===== config.mk =====
export PLATFORM = sky130hd
export DESIGN_NAME = ulmc_line_modem
export DESIGN_NICKNAME = d
export VERILOG_FILES = /design/src/hw/ulmc_pkg.sv /design/src/hw/ulmc_line_modem.sv
export VERILOG_INCLUDE_DIRS = /design/src /design/src/hw
export SDC_FILE = /design/constraint.sdc
export NUM_CORES = 1
export LEC_CHECK = 0
export ABC_CLOCK_PERIOD_IN_PS = 1400
export BUFFER_PORTS_ARGS = -buffer_cell sky130_fd_sc_hd__buf_2
export CAP_MARGIN = 0
export CORE_ASPECT_RATIO = 1.75
export CORE_MARGIN = 3
export CORE_UTILIZATION = 48
export CTS_CLUSTER_DIAMETER = 80
export DETAILED_ROUTE_END_ITERATION = 8
export HOLD_SLACK_MARGIN = 0.06
export PLACE_DENSITY = 0.76
export SYNTH_ARGS = -nofsm -noshare
export SYNTH_HDL_FRONTEND = slang
export SYNTH_SLANG_ARGS = --single-unit

===== constraint.sdc =====
create_clock -name CLK -period 1.4 [get_ports CLK]
set_input_delay 0 -clock CLK [delete_from_list [all_inputs] [get_ports CLK]]
set_output_delay 0 -clock CLK [all_outputs]
set_load 0.03 [all_outputs]

===== src/hw/ulmc_defs.svh =====
`ifndef ULMC_DEFS_SVH
`define ULMC_DEFS_SVH

// ****************************************
// Register offsets on the host port
// ****************************************
`define ULMC_OFS_DATA      3'h0
`define ULMC_OFS_IER       3'h1
`define ULMC_OFS_LFC       3'h3
`define ULMC_OFS_MOC       3'h4
`define ULMC_OFS_LSF       3'h5
`define ULMC_OFS_MIS       3'h6

// ****************************************
// Field positions
// ****************************************
`define ULMC_LFC_STOP      2
`define ULMC_LFC_PAR_EN    3
`define ULMC_LFC_EVEN      4
`define ULMC_LFC_FORCE     5
`define ULMC_LFC_BREAK     6
`define ULMC_LFC_DIV_SEL   7
`define ULMC_MOC_DTR       0
`define ULMC_MOC_RTS       1
`define ULMC_MOC_FLOW_DTR  2
`define ULMC_MOC_AUX       3
`define ULMC_MOC_LOOP      4
`define ULMC_MOC_XON_ANY   5
`define ULMC_MOC_IR        6
`define ULMC_MOC_PRESC     7
`define ULMC_IER_TX        1
`define ULMC_IER_LS        2
`define ULMC_IER_MS        3

// ****************************************
// Reset values
// ****************************************
`define ULMC_LFC_RST       8'h00
`define ULMC_MOC_RST       8'h00
`define ULMC_IER_RST       4'h0
`define ULMC_DIV_RST       8'h00

// ****************************************
// Timing counts
// ****************************************
`define ULMC_PRESC_LAST    2'h3
`define ULMC_IR_TX_TICKS   5'h03
`define ULMC_IR_RX_TICKS   5'h10

`endif


===== src/hw/ulmc_pkg.sv =====
package ulmc_pkg;

    typedef enum logic [2:0]
    {
        ULMC_PAR_NONE  = 3'h0,
        ULMC_PAR_ODD   = 3'h1,
        ULMC_PAR_EVEN  = 3'h2,
        ULMC_PAR_MARK  = 3'h3,
        ULMC_PAR_SPACE = 3'h4
    } ulmc_par_t;

    typedef struct packed
    {
        logic [1:0] word_len;
        logic       stop_long;
        ulmc_par_t  parity;
        logic       brk;
        logic       div_sel;
    } ulmc_fmt_t;

    typedef struct packed
    {
        logic char_done;
        logic par_err;
        logic frm_err;
        logic brk;
    } ulmc_rx_evt_t;

    typedef enum logic
    {
        ULMC_BRK_IDLE = 1'b0,
        ULMC_BRK_SEEN = 1'b1
    } ulmc_brk_st_t;

endpackage


===== src/hw/ulmc_line_modem.sv =====
// What this block does
// - Parity on: even-select picks odd/even; with force, mark if odd-select, else space.
// - Break bit set holds the transmit pin low outside loopback until software clears it.
// - Top format bit switches data offsets to divisor latches; clear by default.
// - Modem bits 0 and 1 drive terminal-ready and request-to-send pins inverted.
// - Modem bit 2 picks terminal-ready/set-ready pairing, only under auto flow.
// - Modem bit 3 has no pin, resets to 0, feeds loopback only.
// - Modem bit 4 set enables internal loopback; cleared by default.
// - Modem bit 5 lets any received character resume halted transmission.
// - Infrared bit loads strap level at any reset; software may overwrite.
// - Infrared mode routes serial paths through encoder/decoder; transmit idles low.
// - Modem bit 7 divides baud generator clock by four; default undivided.
// - Line-status interrupt raised at once for any receive error, when enabled.
// - Reading line status clears overrun, parity, framing and break flags.
// - Line-status bit 0 shows a received character is waiting.
// - Character completing into a full receive store sets overrun, not stored.
// - Parity and framing flags follow the character at the read position.
// - Break flagged after a zero frame; only one break character stored.
// - Holding-empty sets on transfer or empty store, clears on host write.
// - Transmitter-empty only while holding store and shift register are empty.
// - Line-status bit 7 shows an errored character remains stored.
// - Clear-to-send and set-ready changes set delta flags and request interrupt.
// - Ring delta sets only when the ring input rises; may interrupt.
// - Upper modem-status bits are inverted inputs, or control bits in loopback.
`timescale 1ns/1ps
`default_nettype none
`include "ulmc_defs.svh"

module ulmc_line_modem
(
    input  wire logic                   CLK,
    input  wire logic                   NRST,
    input  wire logic                   SOFT_RST,
    input  wire logic [2:0]             HOST_ADDR,
    input  wire logic                   HOST_WR,
    input  wire logic                   HOST_RD,
    input  wire logic [7:0]             HOST_WDATA,
    output var  logic [7:0]             HOST_RDATA,
    output logic                        THR_WR,
    output var  logic [7:0]             THR_WDATA,
    output logic                        RHR_RD,
    input  wire logic [7:0]             RX_DATA,
    input  wire ulmc_pkg::ulmc_rx_evt_t RX_EVT,
    input  wire logic                   RX_FIFO_FULL,
    input  wire logic                   RX_DATA_AVAIL,
    input  wire logic                   RX_HEAD_NEW,
    input  wire logic                   RX_HEAD_PERR,
    input  wire logic                   RX_HEAD_FERR,
    input  wire logic                   RX_HEAD_BRK,
    input  wire logic                   RX_FIFO_ERR_ANY,
    output logic                        RX_PUSH,
    input  wire logic                   FIFO_MODE,
    input  wire logic                   TX_HOLD_XFER,
    input  wire logic                   TX_FIFO_EMPTY,
    input  wire logic                   TX_SHIFT_EMPTY,
    input  wire logic                   TX_SERIAL,
    input  wire logic                   TX_BIT_START,
    input  wire logic                   AUTO_HW_FLOW_EN,
    input  wire logic                   IR_RX_INVERT,
    input  wire logic                   BAUD16_TICK,
    input  wire logic                   IR_STRAP,
    input  wire logic                   RXD,
    input  wire logic                   CTS_N,
    input  wire logic                   DSR_N,
    input  wire logic                   RI_N,
    input  wire logic                   CD_N,
    output var  logic                   TXD,
    output var  logic                   DTR_N,
    output var  logic                   RTS_N,
    output logic                        RX_SERIAL,
    output ulmc_pkg::ulmc_fmt_t         LINE_FMT,
    output logic [15:0]                 DIVISOR,
    output logic                        BAUD_CLK_EN,
    output logic                        FLOW_SEL_DTR,
    output logic                        XON_ANY_RESUME,
    output logic                        LOOPBACK,
    output logic                        IR_MODE,
    output logic                        TX_IRQ,
    output logic                        LS_IRQ,
    output logic                        MS_IRQ
);

    // ****************************************
    // Decode
    // ****************************************
    function automatic logic reg_hit(input logic [2:0] addr, input logic [2:0] ofs);
        reg_hit = (addr == ofs);
    endfunction

    logic                   rst;
    logic [7:0]             lfc_r;
    logic [7:0]             moc_r;
    logic [3:0]             ier_r;
    logic [7:0]             div_lo_r;
    logic [7:0]             div_hi_r;
    logic                   div_sel;
    logic                   loop_on;
    logic                   ir_on;
    logic                   wr_data;
    logic                   wr_ier;
    logic                   wr_lfc;
    logic                   wr_moc;
    logic                   rd_lsf;
    logic                   rd_mis;
    logic [7:0]             lsf;
    logic [7:0]             mis;
    logic [7:0]             rdata_nxt;

    assign rst     = ~NRST | SOFT_RST;
    assign div_sel = lfc_r[`ULMC_LFC_DIV_SEL];
    assign loop_on = moc_r[`ULMC_MOC_LOOP];
    assign ir_on   = moc_r[`ULMC_MOC_IR];
    assign wr_data = HOST_WR & reg_hit(HOST_ADDR, `ULMC_OFS_DATA);
    assign wr_ier  = HOST_WR & reg_hit(HOST_ADDR, `ULMC_OFS_IER);
    assign wr_lfc  = HOST_WR & reg_hit(HOST_ADDR, `ULMC_OFS_LFC);
    assign wr_moc  = HOST_WR & reg_hit(HOST_ADDR, `ULMC_OFS_MOC);
    assign rd_lsf  = HOST_RD & reg_hit(HOST_ADDR, `ULMC_OFS_LSF);
    assign rd_mis  = HOST_RD & reg_hit(HOST_ADDR, `ULMC_OFS_MIS);

    // ****************************************
    // Pin synchronisers
    // ****************************************
    // Order: strap, cd, ri, dsr, cts, rxd
    logic [5:0]             pin_s1_r;
    logic [5:0]             pin_s2_r;
    logic                   strap_s;
    logic                   cd_s;
    logic                   ri_s;
    logic                   dsr_s;
    logic                   cts_s;
    logic                   rxd_s;

    always_ff @(posedge CLK)
    begin
        pin_s1_r <= {IR_STRAP, CD_N, RI_N, DSR_N, CTS_N, RXD};
        pin_s2_r <= pin_s1_r;
    end

    assign {strap_s, cd_s, ri_s, dsr_s, cts_s, rxd_s} = pin_s2_r;

    // ****************************************
    // Control registers
    // ****************************************
    always_ff @(posedge CLK)
    begin
        if (rst)
            lfc_r <= `ULMC_LFC_RST;
        else if (wr_lfc)
            lfc_r <= HOST_WDATA;
    end

    // Strap is already synchronised, so taking it during reset is safe
    always_ff @(posedge CLK)
    begin
        if (rst)
        begin
            moc_r                <= `ULMC_MOC_RST;
            moc_r[`ULMC_MOC_IR]  <= strap_s;
        end
        else if (wr_moc)
            moc_r <= HOST_WDATA;
    end

    always_ff @(posedge CLK)
    begin
        if (rst)
            ier_r <= `ULMC_IER_RST;
        else if (wr_ier && !div_sel)
            ier_r <= HOST_WDATA[3:0];
    end

    always_ff @(posedge CLK)
    begin
        if (rst)
        begin
            div_lo_r <= `ULMC_DIV_RST;
            div_hi_r <= `ULMC_DIV_RST;
        end
        else if (div_sel)
        begin
            if (wr_data)
                div_lo_r <= HOST_WDATA;
            if (wr_ier)
                div_hi_r <= HOST_WDATA;
        end
    end

    assign DIVISOR = {div_hi_r, div_lo_r};

    // Data offset goes to the holding registers only while divisors are hidden
    logic                   thr_wr_r;
    logic [7:0]             thr_wdata_r;

    always_ff @(posedge CLK)
    begin
        if (rst)
        begin
            thr_wr_r    <= 1'b0;
            thr_wdata_r <= 8'h00;
        end
        else
        begin
            thr_wr_r <= wr_data & ~div_sel;
            if (wr_data && !div_sel)
                thr_wdata_r <= HOST_WDATA;
        end
    end

    assign THR_WR    = thr_wr_r;
    assign THR_WDATA = thr_wdata_r;
    assign RHR_RD    = HOST_RD & reg_hit(HOST_ADDR, `ULMC_OFS_DATA) & ~div_sel;

    // ****************************************
    // Line format
    // ****************************************
    ulmc_pkg::ulmc_par_t    par_sel;

    always_comb
    begin
        if (!lfc_r[`ULMC_LFC_PAR_EN])
            par_sel = ulmc_pkg::ULMC_PAR_NONE;
        else if (!lfc_r[`ULMC_LFC_FORCE])
            par_sel = lfc_r[`ULMC_LFC_EVEN] ? ulmc_pkg::ULMC_PAR_EVEN
                                            : ulmc_pkg::ULMC_PAR_ODD;
        else
            par_sel = lfc_r[`ULMC_LFC_EVEN] ? ulmc_pkg::ULMC_PAR_SPACE
                                            : ulmc_pkg::ULMC_PAR_MARK;
    end

    assign LINE_FMT.word_len  = lfc_r[1:0];
    assign LINE_FMT.stop_long = lfc_r[`ULMC_LFC_STOP];
    assign LINE_FMT.parity    = par_sel;
    assign LINE_FMT.brk       = lfc_r[`ULMC_LFC_BREAK];
    assign LINE_FMT.div_sel   = div_sel;

    // ****************************************
    // Modem control outputs and modes
    // ****************************************
    // Pins go inactive in loopback so the far end sees nothing of the test
    always_ff @(posedge CLK)
    begin
        if (rst)
        begin
            DTR_N <= 1'b1;
            RTS_N <= 1'b1;
        end
        else
        begin
            DTR_N <= loop_on | ~moc_r[`ULMC_MOC_DTR];
            RTS_N <= loop_on | ~moc_r[`ULMC_MOC_RTS];
        end
    end

    assign FLOW_SEL_DTR   = AUTO_HW_FLOW_EN & moc_r[`ULMC_MOC_FLOW_DTR];
    assign XON_ANY_RESUME = moc_r[`ULMC_MOC_XON_ANY] & RX_EVT.char_done;
    assign LOOPBACK       = loop_on;
    assign IR_MODE        = ir_on;

    // Prescaler: enable every cycle, or every fourth cycle
    logic [1:0]             presc_r;

    always_ff @(posedge CLK)
    begin
        if (rst)
            presc_r <= 2'h0;
        else
            presc_r <= presc_r + 2'h1;
    end

    assign BAUD_CLK_EN = ~moc_r[`ULMC_MOC_PRESC] | (presc_r == `ULMC_PRESC_LAST);

    // ****************************************
    // Infrared encoder and decoder
    // ****************************************
    // A zero bit becomes a short high pulse; the decoder stretches each
    // pulse back into a low bit so the receiver samples it unchanged.
    logic [4:0]             ir_tx_cnt_r;
    logic [4:0]             ir_rx_cnt_r;
    logic                   ir_rx_pulse;

    assign ir_rx_pulse = rxd_s ^ IR_RX_INVERT;

    always_ff @(posedge CLK)
    begin
        if (rst)
            ir_tx_cnt_r <= 5'h00;
        else if (TX_BIT_START && !TX_SERIAL)
            ir_tx_cnt_r <= `ULMC_IR_TX_TICKS;
        else if (BAUD16_TICK && ir_tx_cnt_r != 5'h00)
            ir_tx_cnt_r <= ir_tx_cnt_r - 5'h01;
    end

    always_ff @(posedge CLK)
    begin
        if (rst)
            ir_rx_cnt_r <= 5'h00;
        else if (ir_rx_pulse)
            ir_rx_cnt_r <= `ULMC_IR_RX_TICKS;
        else if (BAUD16_TICK && ir_rx_cnt_r != 5'h00)
            ir_rx_cnt_r <= ir_rx_cnt_r - 5'h01;
    end

    // ****************************************
    // Serial path routing
    // ****************************************
    logic                   txd_nxt;

    always_comb
    begin
        if (loop_on)
            txd_nxt = ~ir_on;
        else if (lfc_r[`ULMC_LFC_BREAK])
            txd_nxt = 1'b0;
        else if (ir_on)
            txd_nxt = (ir_tx_cnt_r != 5'h00);
        else
            txd_nxt = TX_SERIAL;
    end

    always_ff @(posedge CLK)
    begin
        if (rst)
            TXD <= 1'b1;
        else
            TXD <= txd_nxt;
    end

    assign RX_SERIAL = loop_on ? TX_SERIAL
                     : ir_on   ? (ir_rx_cnt_r == 5'h00)
                     : rxd_s;

    // ****************************************
    // Receive status
    // ****************************************
    ulmc_pkg::ulmc_brk_st_t brk_st_r;
    ulmc_pkg::ulmc_brk_st_t brk_st_nxt;
    logic                   brk_dup;
    logic                   overrun_set;
    logic                   oe_r;
    logic                   pe_r;
    logic                   fe_r;
    logic                   bi_r;

    // Later break frames of one long break are dropped until the line idles
    assign brk_dup     = RX_EVT.brk & (brk_st_r == ulmc_pkg::ULMC_BRK_SEEN);
    assign overrun_set = RX_EVT.char_done & RX_FIFO_FULL;
    assign RX_PUSH     = RX_EVT.char_done & ~RX_FIFO_FULL & ~brk_dup;

    always_comb
    begin
        brk_st_nxt = brk_st_r;
        unique case (brk_st_r)
            ulmc_pkg::ULMC_BRK_IDLE:
                if (RX_EVT.char_done && RX_EVT.brk)
                    brk_st_nxt = ulmc_pkg::ULMC_BRK_SEEN;
            ulmc_pkg::ULMC_BRK_SEEN:
                if (RX_SERIAL || (RX_EVT.char_done && !RX_EVT.brk))
                    brk_st_nxt = ulmc_pkg::ULMC_BRK_IDLE;
        endcase
    end

    always_ff @(posedge CLK)
    begin
        if (rst)
            brk_st_r <= ulmc_pkg::ULMC_BRK_IDLE;
        else
            brk_st_r <= brk_st_nxt;
    end

    // Set beats the read-clear so an error in the read cycle is not lost
    always_ff @(posedge CLK)
    begin
        if (rst)
            oe_r <= 1'b0;
        else if (overrun_set)
            oe_r <= 1'b1;
        else if (rd_lsf)
            oe_r <= 1'b0;
    end

    always_ff @(posedge CLK)
    begin
        if (rst)
        begin
            pe_r <= 1'b0;
            fe_r <= 1'b0;
            bi_r <= 1'b0;
        end
        else if (RX_HEAD_NEW)
        begin
            pe_r <= RX_HEAD_PERR | (pe_r & ~rd_lsf);
            fe_r <= RX_HEAD_FERR | (fe_r & ~rd_lsf);
            bi_r <= RX_HEAD_BRK  | (bi_r & ~rd_lsf);
        end
        else if (rd_lsf)
        begin
            pe_r <= 1'b0;
            fe_r <= 1'b0;
            bi_r <= 1'b0;
        end
    end

    // ****************************************
    // Transmit status
    // ****************************************
    logic                   thre_r;
    logic                   tx_fifo_empty_d_r;
    logic                   thre_set;

    always_ff @(posedge CLK)
    begin
        if (rst)
            tx_fifo_empty_d_r <= 1'b1;
        else
            tx_fifo_empty_d_r <= TX_FIFO_EMPTY;
    end

    assign thre_set = FIFO_MODE ? (TX_FIFO_EMPTY & ~tx_fifo_empty_d_r)
                                : TX_HOLD_XFER;

    always_ff @(posedge CLK)
    begin
        if (rst)
            thre_r <= 1'b1;
        else if (thre_set)
            thre_r <= 1'b1;
        else if (wr_data && !div_sel)
            thre_r <= 1'b0;
    end

    assign lsf = {RX_FIFO_ERR_ANY,
                  thre_r & TX_SHIFT_EMPTY,
                  thre_r,
                  bi_r,
                  fe_r,
                  pe_r,
                  oe_r,
                  RX_DATA_AVAIL};

    assign TX_IRQ = ier_r[`ULMC_IER_TX] & thre_r;
    assign LS_IRQ = ier_r[`ULMC_IER_LS] & ((|lsf[4:1]) | lsf[7]);

    // ****************************************
    // Modem status
    // ****************************************
    logic [3:0]             mlvl;
    logic [3:0]             mlvl_d_r;
    logic                   prime_r;
    logic [3:0]             delta_set;
    logic [3:0]             delta_r;

    // Bits: cd, ri, dsr, cts
    assign mlvl = loop_on ? {moc_r[`ULMC_MOC_AUX], moc_r[`ULMC_MOC_FLOW_DTR],
                             moc_r[`ULMC_MOC_DTR], moc_r[`ULMC_MOC_RTS]}
                          : ~{cd_s, ri_s, dsr_s, cts_s};

    always_ff @(posedge CLK)
    begin
        if (rst)
        begin
            mlvl_d_r <= 4'h0;
            prime_r  <= 1'b0;
        end
        else
        begin
            mlvl_d_r <= mlvl;
            prime_r  <= 1'b1;
        end
    end

    // Priming keeps the first sample after reset from faking a change
    assign delta_set[0] = prime_r & (mlvl[0] ^ mlvl_d_r[0]);
    assign delta_set[1] = prime_r & (mlvl[1] ^ mlvl_d_r[1]);
    assign delta_set[2] = prime_r & mlvl_d_r[2] & ~mlvl[2];
    assign delta_set[3] = prime_r & (mlvl[3] ^ mlvl_d_r[3]);

    always_ff @(posedge CLK)
    begin
        if (rst)
            delta_r <= 4'h0;
        else if (rd_mis)
            delta_r <= delta_set;
        else
            delta_r <= delta_r | delta_set;
    end

    assign mis    = {mlvl, delta_r};
    assign MS_IRQ = ier_r[`ULMC_IER_MS] & (|delta_r);

    // ****************************************
    // Read data
    // ****************************************
    always_comb
    begin
        rdata_nxt = 8'h00;
        if (reg_hit(HOST_ADDR, `ULMC_OFS_DATA))
            rdata_nxt = div_sel ? div_lo_r : RX_DATA;
        else if (reg_hit(HOST_ADDR, `ULMC_OFS_IER))
            rdata_nxt = div_sel ? div_hi_r : {4'h0, ier_r};
        else if (reg_hit(HOST_ADDR, `ULMC_OFS_LFC))
            rdata_nxt = lfc_r;
        else if (reg_hit(HOST_ADDR, `ULMC_OFS_MOC))
            rdata_nxt = moc_r;
        else if (reg_hit(HOST_ADDR, `ULMC_OFS_LSF))
            rdata_nxt = lsf;
        else if (reg_hit(HOST_ADDR, `ULMC_OFS_MIS))
            rdata_nxt = mis;
    end

    always_ff @(posedge CLK)
    begin
        if (rst)
            HOST_RDATA <= 8'h00;
        else if (HOST_RD)
            HOST_RDATA <= rdata_nxt;
    end

endmodule

`default_nettype wire


==> flow_summary_export.csv <==
group,metric,value,unit
critical_path,regToRegSetupSlack,-30,ps
synthesis,synth_top_flop_cell,"dfxtp_1",
synthesis,synthArstFlopShare,0,
floorplan,die_area,9790,um2
run_status,violations,"setup timing",
clocking,cts_tree,"done",
critical_path,end_kind,"output pin",
clocking,ctsHtreeMaxLevel,3,
detailed_routing,via_per_inst,5.35,
floorplan,core,8310,um2
cells_and_area,multi_input_area,2060,um2
sta,relSlewSlack,0.742,
detailed_routing,drtPass1Iterations,5,
floorplan,die_y,129,um
cells_and_area,syn2layout_area_growth,37.9,%
clocking,cts_buffer_depth,2,
sta,hold-worst-slack,104,ps
sta,finalWorstSetupSlack,-124,ps
global_route,grt_start_max_net_pins,70,
sta,finalCriticalPeriod,1520,ps
cells_and_area,seq_area,1950,um2
detailed_routing,ant_nets,0,
power,ir_drop,0.000765,V
critical_path,crit_path_top_delay_cell,"dfxtp_2",
synthesis,synth.avg_cell_area,8.83,um2
place,place_congestion,0.904,
place,place_area,4860,um2
cells_and_area,most-common-layout-cells,"buf_2 (99), dfxtp_1 (86), nand2_1 (73), nor2_1 (51), a21oi_1 (41)",
sta,timing.fmax,0.656,GHz
critical_path,path_cells,"inv_2 > ha_4 > nor4b_4 > mux2i_1 > o21ai_2 > buf_6",
clocking,clk_pin_slew_worst_paths,60,ps
sta,hold_viol_final,0,
power,p_leak,2.47,nW
sta,setup_viol,4,
detailed_routing,first_iter_violations,305,
power,power.density,1120,nW/um2
floorplan,io_pins,105,
critical_path,cp.arrival,1520,ps
global_route,grt_overflow,0,
cells_and_area,nets,670,
critical_path,path_delay_family,"flip-flops",
synthesis,yosysUniqueCellTypes,50,
synthesis,synth_top_area_cell,"dfxtp_1",
detailed_routing,drcViolationCount,0,
global_route,grt_antenna_before_repair,0,
place,io_buffers,102,
floorplan,fp.dieW,76.1,um
clocking,clock-root-buffer,"clkbuf_16",
synthesis,synth.top_cell.area_share,0.461,
cells_and_area,antenna_cells,0,
synthesis,synth_seq_cells,96,
clocking,numCtsBuffers,9,
global_route,grt_usage,0.249,
sta,rsz0062_at_grt,"yes",
detailed_routing,routed_wirelength,12.2,mm
run_status,outcome,"complete, but fails checks",
sta,fin_crit_sh,1.09,
sta,report.final.slew_viol_count,0,
clocking,cts.sink_count,96,
synthesis,ys_warn_count,0,
critical_path,crit_buf_inv,2,
cells_and_area,stdcell_area,5690,um2
detailed_routing,vias,3938,
synthesis,ys_seq_area_frac,0.468,
synthesis,synth.area.top_cells,"dfxtp_1 (46%), mux2i_1 (8.5%), nand2_1 (6.6%)",
cells_and_area,fillCellCount,649,
global_route,grt_pass1_vias,3848,
place,post-dp-hpwl,8.58,mm
synthesis,synth_fp_nets,521,
floorplan,rows,44,
sta,worstMarginPinSlew,386,ps
global_route,grt_pass1_wl,19.1,mm
critical_path,cp_max_fo,3,
cells_and_area,drive_gt1_frac,0.311,
synthesis,syn_inst,467,
critical_path,cp-start-kind,"flop",
run,cap_violations,0,
cells_and_area,final_common_cell,"buf_2",
floorplan,start_util,0.496,
detailed_routing,wl_per_cell,16.6,um
sta,finalClockSkew,5.67,ps
critical_path,cp.required,1400,ps
min_path,hold_path.class,"in2reg",
clocking,clock_latency,340,ps
synthesis,synth_edf_count,1,
synthesis,syn_area,4130,um2
critical_path,criticalPathCategory,"reg2out",
critical_path,cp_slowest_stage_delay,330,ps
synth_stat cells (all sizes together), types with 7 or more instances:
cell type  count
nor2          52
a22oi         12
xnor2          7
a21oi         43
and2           8
clkbuf        11
buf           23
nand3         14
inv            9
nand2         74
dfxtp         95
nand2b        10
o21ai         12
nor2b          8
mux2i         35
layout make-up:
type	instances	share of cell area
clock buffer	12	0.0488
clock inverter	4	0.0128
inverter	10	0.00704
multi-input combinational	327	0.362
sequential	96	0.342
tap	115	0.0253
timing repair buffer	172	0.202
metrics by stage:
step	setup TNS, ps	cells	setup WS (ps)	utilization	power (mW)
after floorplan	-20.9	467	-20.9	-	3.25
after global placement	0	679	11.9	0.585	3.48
after detailed placement	-234	679	-109	0.585	3.49
after CTS	-263	730	-139	0.674	6.33
after global routing	-649	736	-202	0.685	6.57
final	-266	736	-124	0.685	6.36
worst register-to-register path, stage by stage (launching register included):
cell and delay [ps]:
dfxtp_2 320, buf_4 120, buf_4 130, mux2i_1 160, a21oi_1 110, a221o_1 280, a22oi_1 140, nor2_1 50
kinds of logic after synthesis:
kind of cell / Yosys count / synth area share
AND/OR/NAND/NOR: 185 / 0.210
flip-flops: 96 / 0.468
AO/OA/AOI/OAI: 93 / 0.143
buffers and inverters: 44 / 0.0607
multiplexers: 35 / 0.0849
XOR/XNOR: 10 / 0.0212
adder cells (fa/ha/maj): 4 / 0.0121
metal layers:
metal	track usage	wire length (um)	vias up
met2	0.470	6660	153
met4	0.122	404	0
met3	0.0609	663	31
met1	0.256	4520	1855
met5	0	0	-
li1	-	-	1899
state kept, by name, indices dropped and copies added (netlist names), 4 cells and up:
register / cells
HOST_RDATA: 8
THR_WDATA: 8
div_hi_r: 8
div_lo_r: 8
lfc_r: 8
moc_r: 8
pin_s1_r: 6
pin_s2_r: 6
ir_rx_cnt_r: 5
ir_tx_cnt_r: 5
delta_r: 4
ier_r: 4
mlvl_d_r: 4
final timing paths:
path / from / endpoint / cells after the start
worst max-delay path: ir_rx_cnt_r[0] / RX_SERIAL / 6
worst min-delay path: HOST_RD / delta_r[2] / 4
worst max register to register: pe_r / HOST_RDATA[2] / 7
worst min register to register: pin_s1_r[5] / pin_s2_r[5] / 0
repair_timing:
item | in CTS | in global routing
hold buffers | 29 | 0
pin swaps | 4 | 5
setup endpoints to repair | 11 | 11
setup buffers | 6 | 6
hold endpoints to repair | 62 | 0
gates resized for setup | 15 | 15
power by group:
part | leakage [nW] | total (mW) | switching (mW) | internal, mW
Combinational | 1.51 | 0.727 | 0.382 | 0.345
Clock | 0.170 | 2.79 | 1.02 | 1.77
Sequential | 0.789 | 2.84 | 0.0442 | 2.80
No activity file was read; power rests on OpenSTA's default activity.
